`src/arpf_pkg.sv`:
```
`default_nettype none
package arpf_pkg;
   // Quadlet and field geometry
   localparam int QW          = 32;
   localparam int ID_W        = 16;
   localparam int BUS_W       = 10;
   localparam int NODE_W      = 6;
   localparam int LABEL_W     = 6;
   localparam int RETRY_W     = 2;
   localparam int TRANSACTION_CODE_W     = 4;
   localparam int PRIO_W      = 4;
   localparam int OFFU_W      = 16;
   localparam int RCODE_W     = 4;
   localparam int SPEED_W     = 2;
   localparam int ACK_W       = 4;
   localparam int BYTE_W      = 8;
   localparam int BYTES_PER_Q = 4;
   // Bit positions inside quadlets (LSB numbering)
   localparam int RCODE_LSB   = 12;
   localparam int SPEED_LSB   = 16;
   localparam int ACK_LSB     = 0;
   localparam int LABEL_LSB   = 10;
   localparam int TRANSACTION_CODE_LSB   = 4;
   // Transaction codes
   localparam logic [3:0] TC_WR_QUAD    = 4'h0;
   localparam logic [3:0] TC_WR_BLOCK   = 4'h1;
   localparam logic [3:0] TC_RD_QUAD    = 4'h4;
   localparam logic [3:0] TC_RD_BLOCK   = 4'h5;
   localparam logic [3:0] TC_RDQ_RESP   = 4'h6;
   localparam logic [3:0] TC_RDB_RESP   = 4'h7;
   localparam logic [3:0] TC_LOCK_REQ   = 4'h9;
   localparam logic [3:0] TC_LOCK_RESP  = 4'hb;
   // Speed codes; 2'h3 is never emitted
   localparam logic [1:0] SPD_100       = 2'h0;
   localparam logic [1:0] SPD_200       = 2'h1;
   localparam logic [1:0] SPD_400       = 2'h2;
   // Receive FIFO depth
   localparam int RXQ_DEPTH   = 4;
   // Host register map (byte addresses) and AXI responses
   localparam logic [3:0] REG_CTRL      = 4'h0;
   localparam logic [3:0] REG_STATUS    = 4'h4;
   localparam logic [3:0] REG_DATA      = 4'h8;
   localparam logic [3:0] REG_LABEL     = 4'hc;
   localparam logic [1:0] RESP_OKAY     = 2'h0;
   localparam logic [1:0] RESP_SLVERR   = 2'h2;
endpackage
`default_nettype wire

```
`src/arpf_link_if.sv`:
```
`timescale 1ns/1ps
`default_nettype none
interface arpf_link_if;
   import arpf_pkg::*;
   logic          q_valid;  // Quadlet waiting in receive FIFO
   logic [QW-1:0] q_data;   // Head quadlet
   logic          q_last;   // Head is the packet's status quadlet
   logic          q_ready;  // Host pops the head
   modport dev  (output q_valid, q_data, q_last, input q_ready);
   modport host (input q_valid, q_data, q_last, output q_ready);
endinterface
`default_nettype wire

```
`src/arpf_fifo.sv`:
```
`timescale 1ns/1ps
`default_nettype none
module arpf_fifo #(
   parameter int DW    = 33,
   parameter int DEPTH = 4
) (
   // Clock and reset
   input  wire logic          i_clk,
   input  wire logic          i_rstn,
   // Fill side
   input  wire logic          i_valid,
   input  wire logic [DW-1:0] i_data,
   output var  logic          o_ready,
   // Drain side
   output var  logic          o_valid,
   output var  logic [DW-1:0] o_data,
   input  wire logic          i_ready
);
   localparam int CW = $clog2(DEPTH + 1);
   if (DEPTH < 2 || DW < 1) begin : g_chk
      $error("arpf_fifo: DEPTH must be at least 2");
   end
   typedef struct packed {
      logic [DEPTH-1:0][DW-1:0] mem;
      logic [CW-1:0]            cnt;
      logic                     valid;
      logic                     ready;
   } arpf_fifo_st_t;
   arpf_fifo_st_t s, next_s;

   // Shift FIFO: head always sits in slot 0, so outputs are flops
   always_comb begin
      next_s = s;
      if (s.valid && i_ready) begin
         for (int i = 0; i < DEPTH - 1; i++) begin
            next_s.mem[i] = s.mem[i + 1];
         end
         next_s.cnt = s.cnt - CW'(1);
      end
      if (i_valid && s.ready) begin
         next_s.mem[next_s.cnt] = i_data;
         next_s.cnt = next_s.cnt + CW'(1);
      end
      next_s.valid = (next_s.cnt != '0);
      next_s.ready = (next_s.cnt != CW'(DEPTH)); // Honest full
   end

   always_ff @(posedge i_clk) begin
      if (!i_rstn) begin
         s <= '{mem: '0, cnt: '0, valid: 1'b0, ready: 1'b1};
      end else begin
         s <= next_s;
      end
   end

   assign o_ready = s.ready;
   assign o_valid = s.valid;
   assign o_data  = s.mem[0];
endmodule // arpf_fifo
`default_nettype wire

```
`src/arpf_device.sv`:
```
`timescale 1ns/1ps
`default_nettype none
// Operation
// - Target ident high, control fields low, quadlet one
// - Sender ident high, offset fills rest
// - Quadlet data only for writes, read responses
// - Status quadlet appended after every packet
// - Status holds speed and returned acknowledge
// - Speed codes 00/01/10; never emit 11
// - Retry code passed through unchanged
// - Target ident is bus then node number
// - Sender zeroes priority on cable buses
// - Sender keeps offset quadlet aligned
// - Lock response: top four offset bits rcode
// - Transaction label kept unchanged for matching
// - Block data for writes, read responses, lock requests and lock responses
// - Control order: label, retry, transaction_code, priority
// - Byte count excludes header, payload only
// - First byte in byte 0, zero pad
module arpf_device
   import arpf_pkg::*;
#(
   parameter int FIFO_DEPTH = RXQ_DEPTH
) (
   // Clock and reset
   input  wire logic                i_clk,
   input  wire logic                i_rstn,
   // Received packet descriptor
   input  wire logic                i_pkt_valid,
   output var  logic                o_pkt_ready,
   input  wire logic [BUS_W-1:0]    i_bus_number,
   input  wire logic [NODE_W-1:0]   i_node_number,
   input  wire logic [LABEL_W-1:0]  i_transaction_label,
   input  wire logic [RETRY_W-1:0]  i_retry_code,
   input  wire logic [TRANSACTION_CODE_W-1:0]  i_transaction_code,
   input  wire logic [PRIO_W-1:0]   i_priority,
   input  wire logic [ID_W-1:0]     i_sender_node_ident,
   input  wire logic [OFFU_W-1:0]   i_target_offset_upper,
   input  wire logic [QW-1:0]       i_target_offset_lower,
   input  wire logic [QW-1:0]       i_quadlet_data,
   input  wire logic [ID_W-1:0]     i_payload_byte_count,
   input  wire logic [ID_W-1:0]     i_block_operation_code,
   input  wire logic [SPEED_W-1:0]  i_speed,
   input  wire logic [ACK_W-1:0]    i_returned_acknowledge,
   // Block payload bytes, first byte first
   input  wire logic                i_byte_valid,
   input  wire logic [BYTE_W-1:0]   i_byte,
   output var  logic                o_byte_ready,
   // Host side of the receive FIFO
   arpf_link_if.dev                 link
);
   if (FIFO_DEPTH < 2) begin : g_chk
      $error("arpf_device: FIFO_DEPTH must be at least 2");
   end

   typedef enum logic [1:0] {
      ST_IDLE, ST_HDR, ST_DATA, ST_STAT
   } arpf_state_t;

   typedef struct packed {
      arpf_state_t         state;
      logic [3:0][QW-1:0]  hdr;      // Header quadlets, in order
      logic [1:0]          qi;       // Next header quadlet
      logic [1:0]          q_end;    // Last header quadlet index
      logic                has_data; // Block payload follows header
      logic [ID_W-1:0]     left;     // Payload bytes still to come
      logic [QW-1:0]       word;     // Payload quadlet being built
      logic [1:0]          pos;      // Byte lane inside word
      logic [QW-1:0]       stat;     // Status quadlet
      logic                wr_valid;
      logic [QW-1:0]       wr_data;
      logic                wr_last;
      logic                pkt_ready;
      logic                byte_ready;
   } arpf_dev_st_t;

   arpf_dev_st_t s, next_s;
   logic         fifo_ready;

   // Format decode from transaction code, plus speed code mapping
   logic is_block;
   logic quad_data;
   logic block_data;
   logic [OFFU_W-1:0] offu;
   logic [SPEED_W-1:0] spd;
   always_comb begin
      is_block   = (i_transaction_code == TC_WR_BLOCK)  ||
                   (i_transaction_code == TC_RD_BLOCK)  ||
                   (i_transaction_code == TC_RDB_RESP)  ||
                   (i_transaction_code == TC_LOCK_REQ)  ||
                   (i_transaction_code == TC_LOCK_RESP);
      quad_data  = (i_transaction_code == TC_WR_QUAD)   ||
                   (i_transaction_code == TC_RDQ_RESP);
      // Block read requests carry a byte count but no payload
      block_data = is_block && (i_transaction_code != TC_RD_BLOCK) &&
                   (i_payload_byte_count != '0);
      offu = i_target_offset_upper;
      if (i_transaction_code == TC_LOCK_RESP) begin
         offu[RCODE_LSB-1:0] = '0;
      end
      // Undefined speed code is never passed on; slowest is safest
      spd = (i_speed == SPD_400) ? SPD_400 :
            (i_speed == SPD_200) ? SPD_200 : SPD_100;
   end

   // Packet formatting sequence
   always_comb begin
      next_s = s;
      if (s.wr_valid && fifo_ready) begin
         next_s.wr_valid = 1'b0;
      end
      unique case (s.state)
         ST_IDLE: begin
            if (s.pkt_ready && i_pkt_valid) begin
               next_s.hdr[0] = {i_bus_number, i_node_number,
                                i_transaction_label,
                                i_retry_code,
                                i_transaction_code,
                                i_priority};
               next_s.hdr[1] = {i_sender_node_ident, offu};
               next_s.hdr[2] = i_target_offset_lower;
               next_s.hdr[3] = is_block ?
                  {i_payload_byte_count, i_block_operation_code}
                  : i_quadlet_data;
               next_s.q_end    = (is_block || quad_data) ? 2'd3 : 2'd2;
               next_s.has_data = block_data;
               next_s.left     = i_payload_byte_count;
               next_s.word     = '0;
               next_s.pos      = '0;
               next_s.qi       = '0;
               next_s.stat     = '0;
               next_s.stat[SPEED_LSB +: SPEED_W] = spd;
               next_s.stat[ACK_LSB +: ACK_W] =
                  i_returned_acknowledge;
               next_s.state    = ST_HDR;
            end
         end
         ST_HDR: begin
            if (!next_s.wr_valid) begin
               next_s.wr_valid = 1'b1;
               next_s.wr_data  = s.hdr[s.qi];
               next_s.wr_last  = 1'b0;
               next_s.qi       = s.qi + 2'd1;
               if (s.qi == s.q_end) begin
                  next_s.state = s.has_data ? ST_DATA : ST_STAT;
               end
            end
         end
         ST_DATA: begin
            // Bytes only flow while no quadlet waits for the FIFO
            if (s.byte_ready && i_byte_valid) begin
               next_s.word[QW-1-BYTE_W*s.pos -: BYTE_W] = i_byte;
               next_s.left = s.left - ID_W'(1);
               next_s.pos  = s.pos + 2'd1;
               if (s.pos == 2'(BYTES_PER_Q - 1) || s.left == ID_W'(1)) begin
                  // Unfilled lanes stay zero as padding
                  next_s.wr_valid = 1'b1;
                  next_s.wr_data  = next_s.word;
                  next_s.wr_last  = 1'b0;
                  next_s.word     = '0;
                  next_s.pos      = '0;
                  if (s.left == ID_W'(1)) begin
                     next_s.state = ST_STAT;
                  end
               end
            end
         end
         ST_STAT: begin
            if (!next_s.wr_valid) begin
               next_s.wr_valid = 1'b1;
               next_s.wr_data  = s.stat;
               next_s.wr_last  = 1'b1;
               next_s.state    = ST_IDLE;
            end
         end
      endcase
      // Ready flags are registered; they look at the coming state
      next_s.pkt_ready  = (next_s.state == ST_IDLE) &&
                          !(s.pkt_ready && i_pkt_valid);
      next_s.byte_ready = (next_s.state == ST_DATA) && !next_s.wr_valid;
   end

   always_ff @(posedge i_clk) begin
      if (!i_rstn) begin
         s <= '{state: ST_IDLE, default: '0};
      end else begin
         s <= next_s;
      end
   end

   assign o_pkt_ready  = s.pkt_ready;
   assign o_byte_ready = s.byte_ready;

   // Receive FIFO; its fullness stalls the formatter
   arpf_fifo #(
      .DW    (QW + 1),
      .DEPTH (FIFO_DEPTH)
   ) u_rxq (
      .i_clk   (i_clk),
      .i_rstn  (i_rstn),
      .i_valid (s.wr_valid),
      .i_data  ({s.wr_last, s.wr_data}),
      .o_ready (fifo_ready),
      .o_valid (link.q_valid),
      .o_data  ({link.q_last, link.q_data}),
      .i_ready (link.q_ready)
   );
endmodule // arpf_device
`default_nettype wire

```
`src/flat_wrapper.sv`:
```
// flat-port wrapper written by rule: the top's interface ports become plain ports
module arpf_device_flat import arpf_pkg::*;
#(
   parameter int FIFO_DEPTH = RXQ_DEPTH
)
  (i_clk, i_rstn, i_pkt_valid, o_pkt_ready, i_bus_number, i_node_number, i_transaction_label, i_retry_code, i_transaction_code, i_priority, i_sender_node_ident, i_target_offset_upper, i_target_offset_lower, i_quadlet_data, i_payload_byte_count, i_block_operation_code, i_speed, i_returned_acknowledge, i_byte_valid, i_byte, o_byte_ready, link_q_valid, link_q_data, link_q_last, link_q_ready);
  arpf_link_if link_i ();
  input  wire logic i_clk;
  input  wire logic i_rstn;
  input  wire logic i_pkt_valid;
  output var  logic o_pkt_ready;
  input  wire logic [BUS_W-1:0] i_bus_number;
  input  wire logic [NODE_W-1:0] i_node_number;
  input  wire logic [LABEL_W-1:0] i_transaction_label;
  input  wire logic [RETRY_W-1:0] i_retry_code;
  input  wire logic [TRANSACTION_CODE_W-1:0] i_transaction_code;
  input  wire logic [PRIO_W-1:0] i_priority;
  input  wire logic [ID_W-1:0] i_sender_node_ident;
  input  wire logic [OFFU_W-1:0] i_target_offset_upper;
  input  wire logic [QW-1:0] i_target_offset_lower;
  input  wire logic [QW-1:0] i_quadlet_data;
  input  wire logic [ID_W-1:0] i_payload_byte_count;
  input  wire logic [ID_W-1:0] i_block_operation_code;
  input  wire logic [SPEED_W-1:0] i_speed;
  input  wire logic [ACK_W-1:0] i_returned_acknowledge;
  input  wire logic i_byte_valid;
  input  wire logic [BYTE_W-1:0] i_byte;
  output var  logic o_byte_ready;
  output wire logic [$bits(link_i.q_valid)-1:0] link_q_valid;
  output wire logic [$bits(link_i.q_data)-1:0] link_q_data;
  output wire logic [$bits(link_i.q_last)-1:0] link_q_last;
  input wire logic [$bits(link_i.q_ready)-1:0] link_q_ready;
  assign link_q_valid = link_i.q_valid;
  assign link_q_data = link_i.q_data;
  assign link_q_last = link_i.q_last;
  assign link_i.q_ready = link_q_ready;
  arpf_device #(.FIFO_DEPTH(FIFO_DEPTH)) u_core (.i_clk(i_clk), .i_rstn(i_rstn), .i_pkt_valid(i_pkt_valid), .o_pkt_ready(o_pkt_ready), .i_bus_number(i_bus_number), .i_node_number(i_node_number), .i_transaction_label(i_transaction_label), .i_retry_code(i_retry_code), .i_transaction_code(i_transaction_code), .i_priority(i_priority), .i_sender_node_ident(i_sender_node_ident), .i_target_offset_upper(i_target_offset_upper), .i_target_offset_lower(i_target_offset_lower), .i_quadlet_data(i_quadlet_data), .i_payload_byte_count(i_payload_byte_count), .i_block_operation_code(i_block_operation_code), .i_speed(i_speed), .i_returned_acknowledge(i_returned_acknowledge), .i_byte_valid(i_byte_valid), .i_byte(i_byte), .o_byte_ready(o_byte_ready), .link(link_i));
endmodule
```
`config.mk`:
```
export PLATFORM = sky130hd
export DESIGN_NAME = arpf_device_flat
export DESIGN_NICKNAME = d
export VERILOG_FILES = /design/src/arpf_pkg.sv /design/src/arpf_link_if.sv /design/src/arpf_fifo.sv /design/src/arpf_device.sv /design/src/flat_wrapper.sv
export SDC_FILE = /design/constraint.sdc
export NUM_CORES = 1
export LEC_CHECK = 0
export BUFFER_PORTS_ARGS = -buffer_cell sky130_fd_sc_hd__clkbuf_2
export CAP_MARGIN = 10
export CORE_ASPECT_RATIO = 0.8
export CORE_MARGIN = 2
export CORE_UTILIZATION = 40
export CTS_CLUSTER_SIZE = 24
export DETAILED_ROUTE_END_ITERATION = 10
export PLACE_DENSITY = 0.61
export SLEW_MARGIN = 20
export SYNTH_ARGS = -nofsm -noshare
export SYNTH_HDL_FRONTEND = slang
export SYNTH_SLANG_ARGS = --single-unit
```
`constraint.sdc`:
```
create_clock -name i_clk -period 2.9 [get_ports i_clk]
set_input_delay 0 -clock i_clk [delete_from_list [all_inputs] [get_ports i_clk]]
set_output_delay 0 -clock i_clk [all_outputs]
set_load 0.01 [all_outputs]
```
# Word-level counts from Yosys, hierarchy flattened

Cells that the tools add are included.

Bits in registers: 364

Reductions and logical operators: 30
Multiplexer cells: 33
Order comparisons: 3
Shift-type cells: 2
Equality and inequality tests: 22
Add/subtract/negate cells: 7

Operators by type and width:

| operator                | count |
|---|---|
| $mux 217                | 1 |
| $mux 102                | 2 |
| $bwmux 132              | 1 |
| $mux 34                 | 3 |
| $pmux 34 s3             | 1 |
| $pmux 50 s2             | 1 |
| $mux 33                 | 3 |
| $demux 33 s2            | 1 |
| $bmux 32 s2             | 1 |
| $mux 32                 | 2 |
| $mux 50                 | 1 |
| $shift 8x34->39 const A | 1 |
| $shiftx 8x34->39        | 1 |
| $neg 32->34             | 1 |
| $bwmux 32               | 1 |
| $eq 16x1->1 const B     | 1 |
| $mux 2                  | 8 |
| $reduce_bool 16->1      | 1 |
| $sub 16x1->16 const B   | 1 |
| $eq 4x3->1 const B      | 3 |
| $mux 12                 | 1 |
| $eq 2x2->1 const B      | 5 |
| $logic_and 1x1->1       | 9 |
| $eq 4x4->1 const B      | 2 |
| other kinds (26)        | 45 |

# Logic depth before layout (Yosys ltp)

Word-level depth: 11
Depth in mapped cells: 10
Gate-level depth less buffers: 8

# Cells and area by module

A second synthesis with hierarchy kept.

Cells, all modules: 1918
Area total of the unflattened synthesis: 17138.9 µm²

By module, submodules not included:

| module      | seq. area each (µm²) | times used | cells each | area each (µm²) |
|---|---|---|---|---|
| arpf_device | 4544.4               | 1          | 1232       | 10660.2 |
| arpf_fifo   | 2742.6               | 1          | 686        | 6478.7 |

# Worst setup path before layout

Ideal clock, no wire load.

Path type: register to register
From: register u_core.u_rxq.s, in the netlist u_core.u_rxq.o_valid
To: register u_core.u_rxq.s[40] (netlist bit)
Clock period less this slack: 2.370 ns
Slack: 0.530 ns
Path buffers: 2
Stages on the path, launching flop included: 9
Library setup time: 0.074 ns
Data arrival time: 2.297 ns
Cells stage by stage: dfxtp_1 -> nand2_1 -> clkbuf_1 -> mux2i_1 -> inv_1 -> ha_1 -> nand3_1 -> clkbuf_1 -> mux2i_1

Longest elaborated chain between the ends: 8
Elaborated cells between the ends (all ways): 9
Classes of those cells: 2 x order compare; 5 x mux; 2 x reduce/logical

Ends and longest elaborated chain:

| element                                                               | RTL line        | source |
|---|---|---|
| from (decl)                                                           | arpf_fifo.sv:29 | `arpf_fifo_st_t s, next_s;` |
| from (signal assigned)                                                | arpf_fifo.sv:50 | `s <= '{mem: '0, cnt: '0, valid: 1'b0, ready: 1'b1};` |
| from (signal assigned)                                                | arpf_fifo.sv:52 | `s <= next_s;` |
| $logic_and 1x1->1 *                                                   | arpf_fifo.sv:34 | `if (s.valid && i_ready) begin` |
| $mux 102 *                                                            | arpf_fifo.sv:34 |  |
| $ge 3x1->1 (not written as such) / $lt 3x3->1 (equally long branches) | arpf_fifo.sv:41 | `next_s.mem[next_s.cnt] = i_data;` |
| $logic_and 1x1->1 (not written as such)                               | arpf_fifo.sv:41 |  |
| $mux 33 (not written as such)                                         | arpf_fifo.sv:41 |  |
| $demux 33 s2                                                          | arpf_fifo.sv:41 |  |
| $bwmux 132                                                            | arpf_fifo.sv:41 |  |
| $mux 102 *                                                            | arpf_fifo.sv:40 | `if (i_valid && s.ready) begin` |

Mark *: on every way between the ends. The rest lies on a longest branch, timed or not.
A chain may end at the register's enable or synchronous reset.

# Worst setup path in the final report

From: register u_core.s[252] (netlist bit)
To: register u_core.s[110] (netlist bit)

Longest elaborated chain between the ends: 3
Elaborated cells between the ends (all ways): 7
Classes of those cells: 3 x eq/ne; 1 x mux; 3 x reduce/logical

Ends and longest elaborated chain:

| element                                                                 | RTL line           | source |
|---|---|---|
| from (decl)                                                             | arpf_device.sv:77  | `arpf_dev_st_t s, next_s;` |
| from (signal assigned)                                                  | arpf_device.sv:187 | `s <= next_s;` |
| $eq 2x2->1 / $logic_not 2->1 (equally long branches)                    | arpf_device.sv:112 | `unique case (s.state)` |
| $ne 2x1->1 (no source line) / $reduce_bool 2->1 (equally long branches) | n/a                |  |
| $reduce_and 3->1 (no source line)                                       | n/a                |  |

Several ways; a longest one is shown, not always the timed one.

==> results by group <==
Run status
  • Status: completed

Setup path
  • CP endpoint kind: flip-flop
  • Max incr delay on CP: 0.61 ns
  • Slowest-stage cell, CP: dfxtp_1
  • WP buf/inv: 1
  • Worst setup path category: flip-flop to flip-flop
  • Data required, critical path: 3.32 ns
  • Crit Path Max Fanout: 11
  • Kind of cell adding the most delay to the critical path: simple AND/OR/NAND/NOR gates
  • Crit-path cells: nor2b_1, nor2_1, a221oi_1, a21oi_1, dlygate4sd3_1
  • Type of origin of the critical path: flip-flop
  • Critical Path AT: 3.12 ns

Yosys
  • EDFF count, synth: 0
  • Async set or reset register ratio after synthesis: 0%
  • Cell area after synthesis: 16,800 um^2
  • Xor/xnor share of the synthesized area: 0.365%
  • #FFs+latches synth: 364
  • Post-Synth Adder-Cell Area: 0.893%
  • Simple-gate portion of the synthesized area: 15.0%
  • Synth top area share: 43.3%
  • Synth Net Count: 2,079
  • Syn avg cell area: 8.90 um^2
  • Area contributors post-synth: dfxtp_1 43%, mux2i_1 11%, nand2_1 9.1%
  • Sequential share of the synthesized area: 43.3%
  • Synth area leader: dfxtp_1
  • Mux contribution to synthesized area: 19.0%
  • Synth Flop Type: dfxtp_1
  • Post-synthesis compound-gate area fraction: 15.5%
  • Largest family of logic cells by synthesized area: multiplexers
  • Ys Warns: 0
  • Gate Count Post-Synth: 1,888
  • Synth cell types: 65

Global route
  • GRT overflow: 0
  • Tot GR Track Use: 23.3%
  • Initial antenna violation count: 0
  • Largest net degree at the start of global routing: 127
  • Vias in the first global route: 14,700
  • Global-route wire length before repair: 81,300 um

Routing
  • Routed met1 length: 23,000 um
  • DR WL/cell: 18.8 um
  • Top sig layer: met4
  • Metal3 WL: 3700 um
  • Starting DRC count in detailed routing: 1,257
  • Routed wl met2: 23,500 um
  • DRC: 0
  • Via Count: 15,000
  • Antenna-violating nets left: 0
  • WL final: 51,800 um
  • Via-per-instance ratio: 5.43
  • Drt pass-1 iters: 5

Pwr
  • Combinational Power Share: 19.1%
  • Leakage power: 8.56 nW
  • Switching power total: 0.00384 W
  • Sequential power share: 40.8%
  • Pwr/cell area: 641 nW/um^2
  • Clock power share: 40.1%
  • IR drop worst, VDD: 0.355 mV
  • Int Pwr: 0.00992 W
  • Sw Ratio: 27.9%

Timing
  • Final setup vio count: 0
  • RSZ-0062 raised after global routing: false
  • Final hold violations: 0
  • Max Freq: 370 MHz
  • Max-slew violation count: 0
  • Setup TNS: 0 ns
  • Worst Tran Pin Value: 0.852 ns
  • Clock Skew: 0.0113 ns
  • Post-route clock period utilization: 93.1%
  • Crit path time final: 2.70 ns
  • Final worst slack: 0.200 ns
  • Rel. slew slack: 43.2%

Hold path
  • Worst hold path class: input pin to flip-flop

Clock tree
  • Number of H-tree levels: 2
  • CTS tree: yes
  • Clock Pin Slew Worst Setup and Hold Paths: 0.06 ns
  • Clk Latency, worst-skew pair: 0.54 ns
  • Clock Tree Buf Depth: 3
  • Clk root buf: clkbuf_16
  • CTS Buf Count: 38
  • # clock sinks: 364

Cells and area
  • Finished Core Util: 51.5%
  • Fill cell count: 3,730
  • Share of layout cells above drive strength 1: 20.7%
  • Most frequent cells in the layout: 407 x nand2_1, 363 x dfxtp_1, 213 x clkbuf_2
  • # nets final: 2,366
  • P&R area growth vs syn: 27.7%
  • Area occupied by multi-input gates: 8590 um^2
  • Non-filler cells in the finished layout: 2,757
  • Commonest non-fill, non-tap cell in the layout: nand2_1
  • Register area: 7290 um^2

Die
  • Die width: 233 um
  • Die H: 187 um
  • Initial core utilization: 40.3%
  • Row count: 67
  • Io pins: 215
  • Die area: 43,700 um^2
  • Core ar.: 41,700 um^2

Placed design
  • Post-DP HPWL: 33,600 um
  • Dpl cells: 2,505
  • Pre-CTS setup slack: 0.269 ns
  • PortBufs: 214
  • Gp weighted congestion: 0.894

Run
  • MaxCap Viol Count: 0
-- metal layers --
layer	GRT usage (%)	up-vias
met5	0	-
met4	7.52	0
met3	4.13	104
met2	37.1	558
met1	32.0	7087
li1	-	7230
-- power by group through the flow --
| stage | registers (W) | logic [W] | clock network (W) |
|---|---|---|---|
| after global placement | 0.00571 | 0.00231 | 0 |
| after CTS | 0.00561 | 0.00258 | 0.00559 |
| after global routing | 0.00565 | 0.00284 | 0.00581 |
| after floorplan | 0.00560 | 0.00167 | 0 |
| final | 0.00561 | 0.00262 | 0.00552 |
| after detailed placement | 0.00572 | 0.00236 | 0 |
-- final timing paths --
check             endpoint  slack [ns]                     from  cells after the start
min reg2reg  u_core.s[144]        0.45            u_core.s[144]                      2
max          u_core.s[110]        0.20            u_core.s[252]                      5
max reg2reg  u_core.s[110]        0.20            u_core.s[252]                      5
min          u_core.s[104]        0.03  i_payload_byte_count[2]                      4
-- worst min-delay path: cells and delay by family --
| family | cells | cell delay, ns |
|---|---|---|
| and+or+nand+nor | 1 | 0.17 |
| buffers and inverters | 1 | 0.17 |
| AOI/OAI and AO/OA | 2 | 0.19 |
-- stage by stage --
| step | hold slack (ns) | instance area, um^2 | total power, W |
|---|---|---|---|
| 2_1_floorplan | 0.136 | 16800 | 0.00727 |
| 3_3_place_gp | 0.229 | 18200 | 0.00802 |
| 3_5_place_dp | 0.231 | 18200 | 0.00808 |
| 4_1_cts | 0.000347 | 21500 | 0.0138 |
| 5_1_grt | 0.0547 | 21500 | 0.0143 |
| 6_report | 0.0306 | 21500 | 0.0138 |
-- synth_stat cells, drive strengths merged (14+ instances only) --
cell,count
dfxtp,364
nor2,72
o21ai,27
nand2,408
o22ai,45
a211oi,36
mux2,106
a31oi,30
o221a,23
a32oi,14
a2bb2oi,21
a22oi,15
buf,54
mux2i,186
a21oi,149
nand3,20
clkbuf,132
inv,37
-- kinds of logic after synthesis --
logic type,count (synthesis)
muxes,298
DFF,364
xor gates and xnor gates,7
AOI/OAI and AO/OA,391
buffers and inverters,224
and+or+nand+nor,592
adders and majority gates,12
-- sequential cells by signal, summed over array words and instances, names as in the netlist --
| signal | flops |
|---|---|
| u_core.u_rxq.s | 102 |
| u_core.s | 225 |
| u_core.u_rxq.o_valid | 1 |
| u_core.o_pkt_ready | 1 |
| u_core.u_rxq.o_ready | 1 |
| u_core.o_byte_ready | 1 |
| u_core.u_rxq.o_data | 33 |
-- timing repair --
action                    CTS  global route
hold endpoints to repair  216             0
buffers inserted            0             0
hold buffers              182             0
gates resized for setup     0             0
-- final cells by class --
class	instances	share of cell area, %
antenna	1	0.0117
clock buffer	58	5.73
clock inverter	11	0.974
inverter	38	0.688
multi-input combinational	1300	40.0
sequential	364	34.0
tap	552	3.22
timing repair buffer	433	15.4
Note: power is estimated with default switching activity, not from simulation.
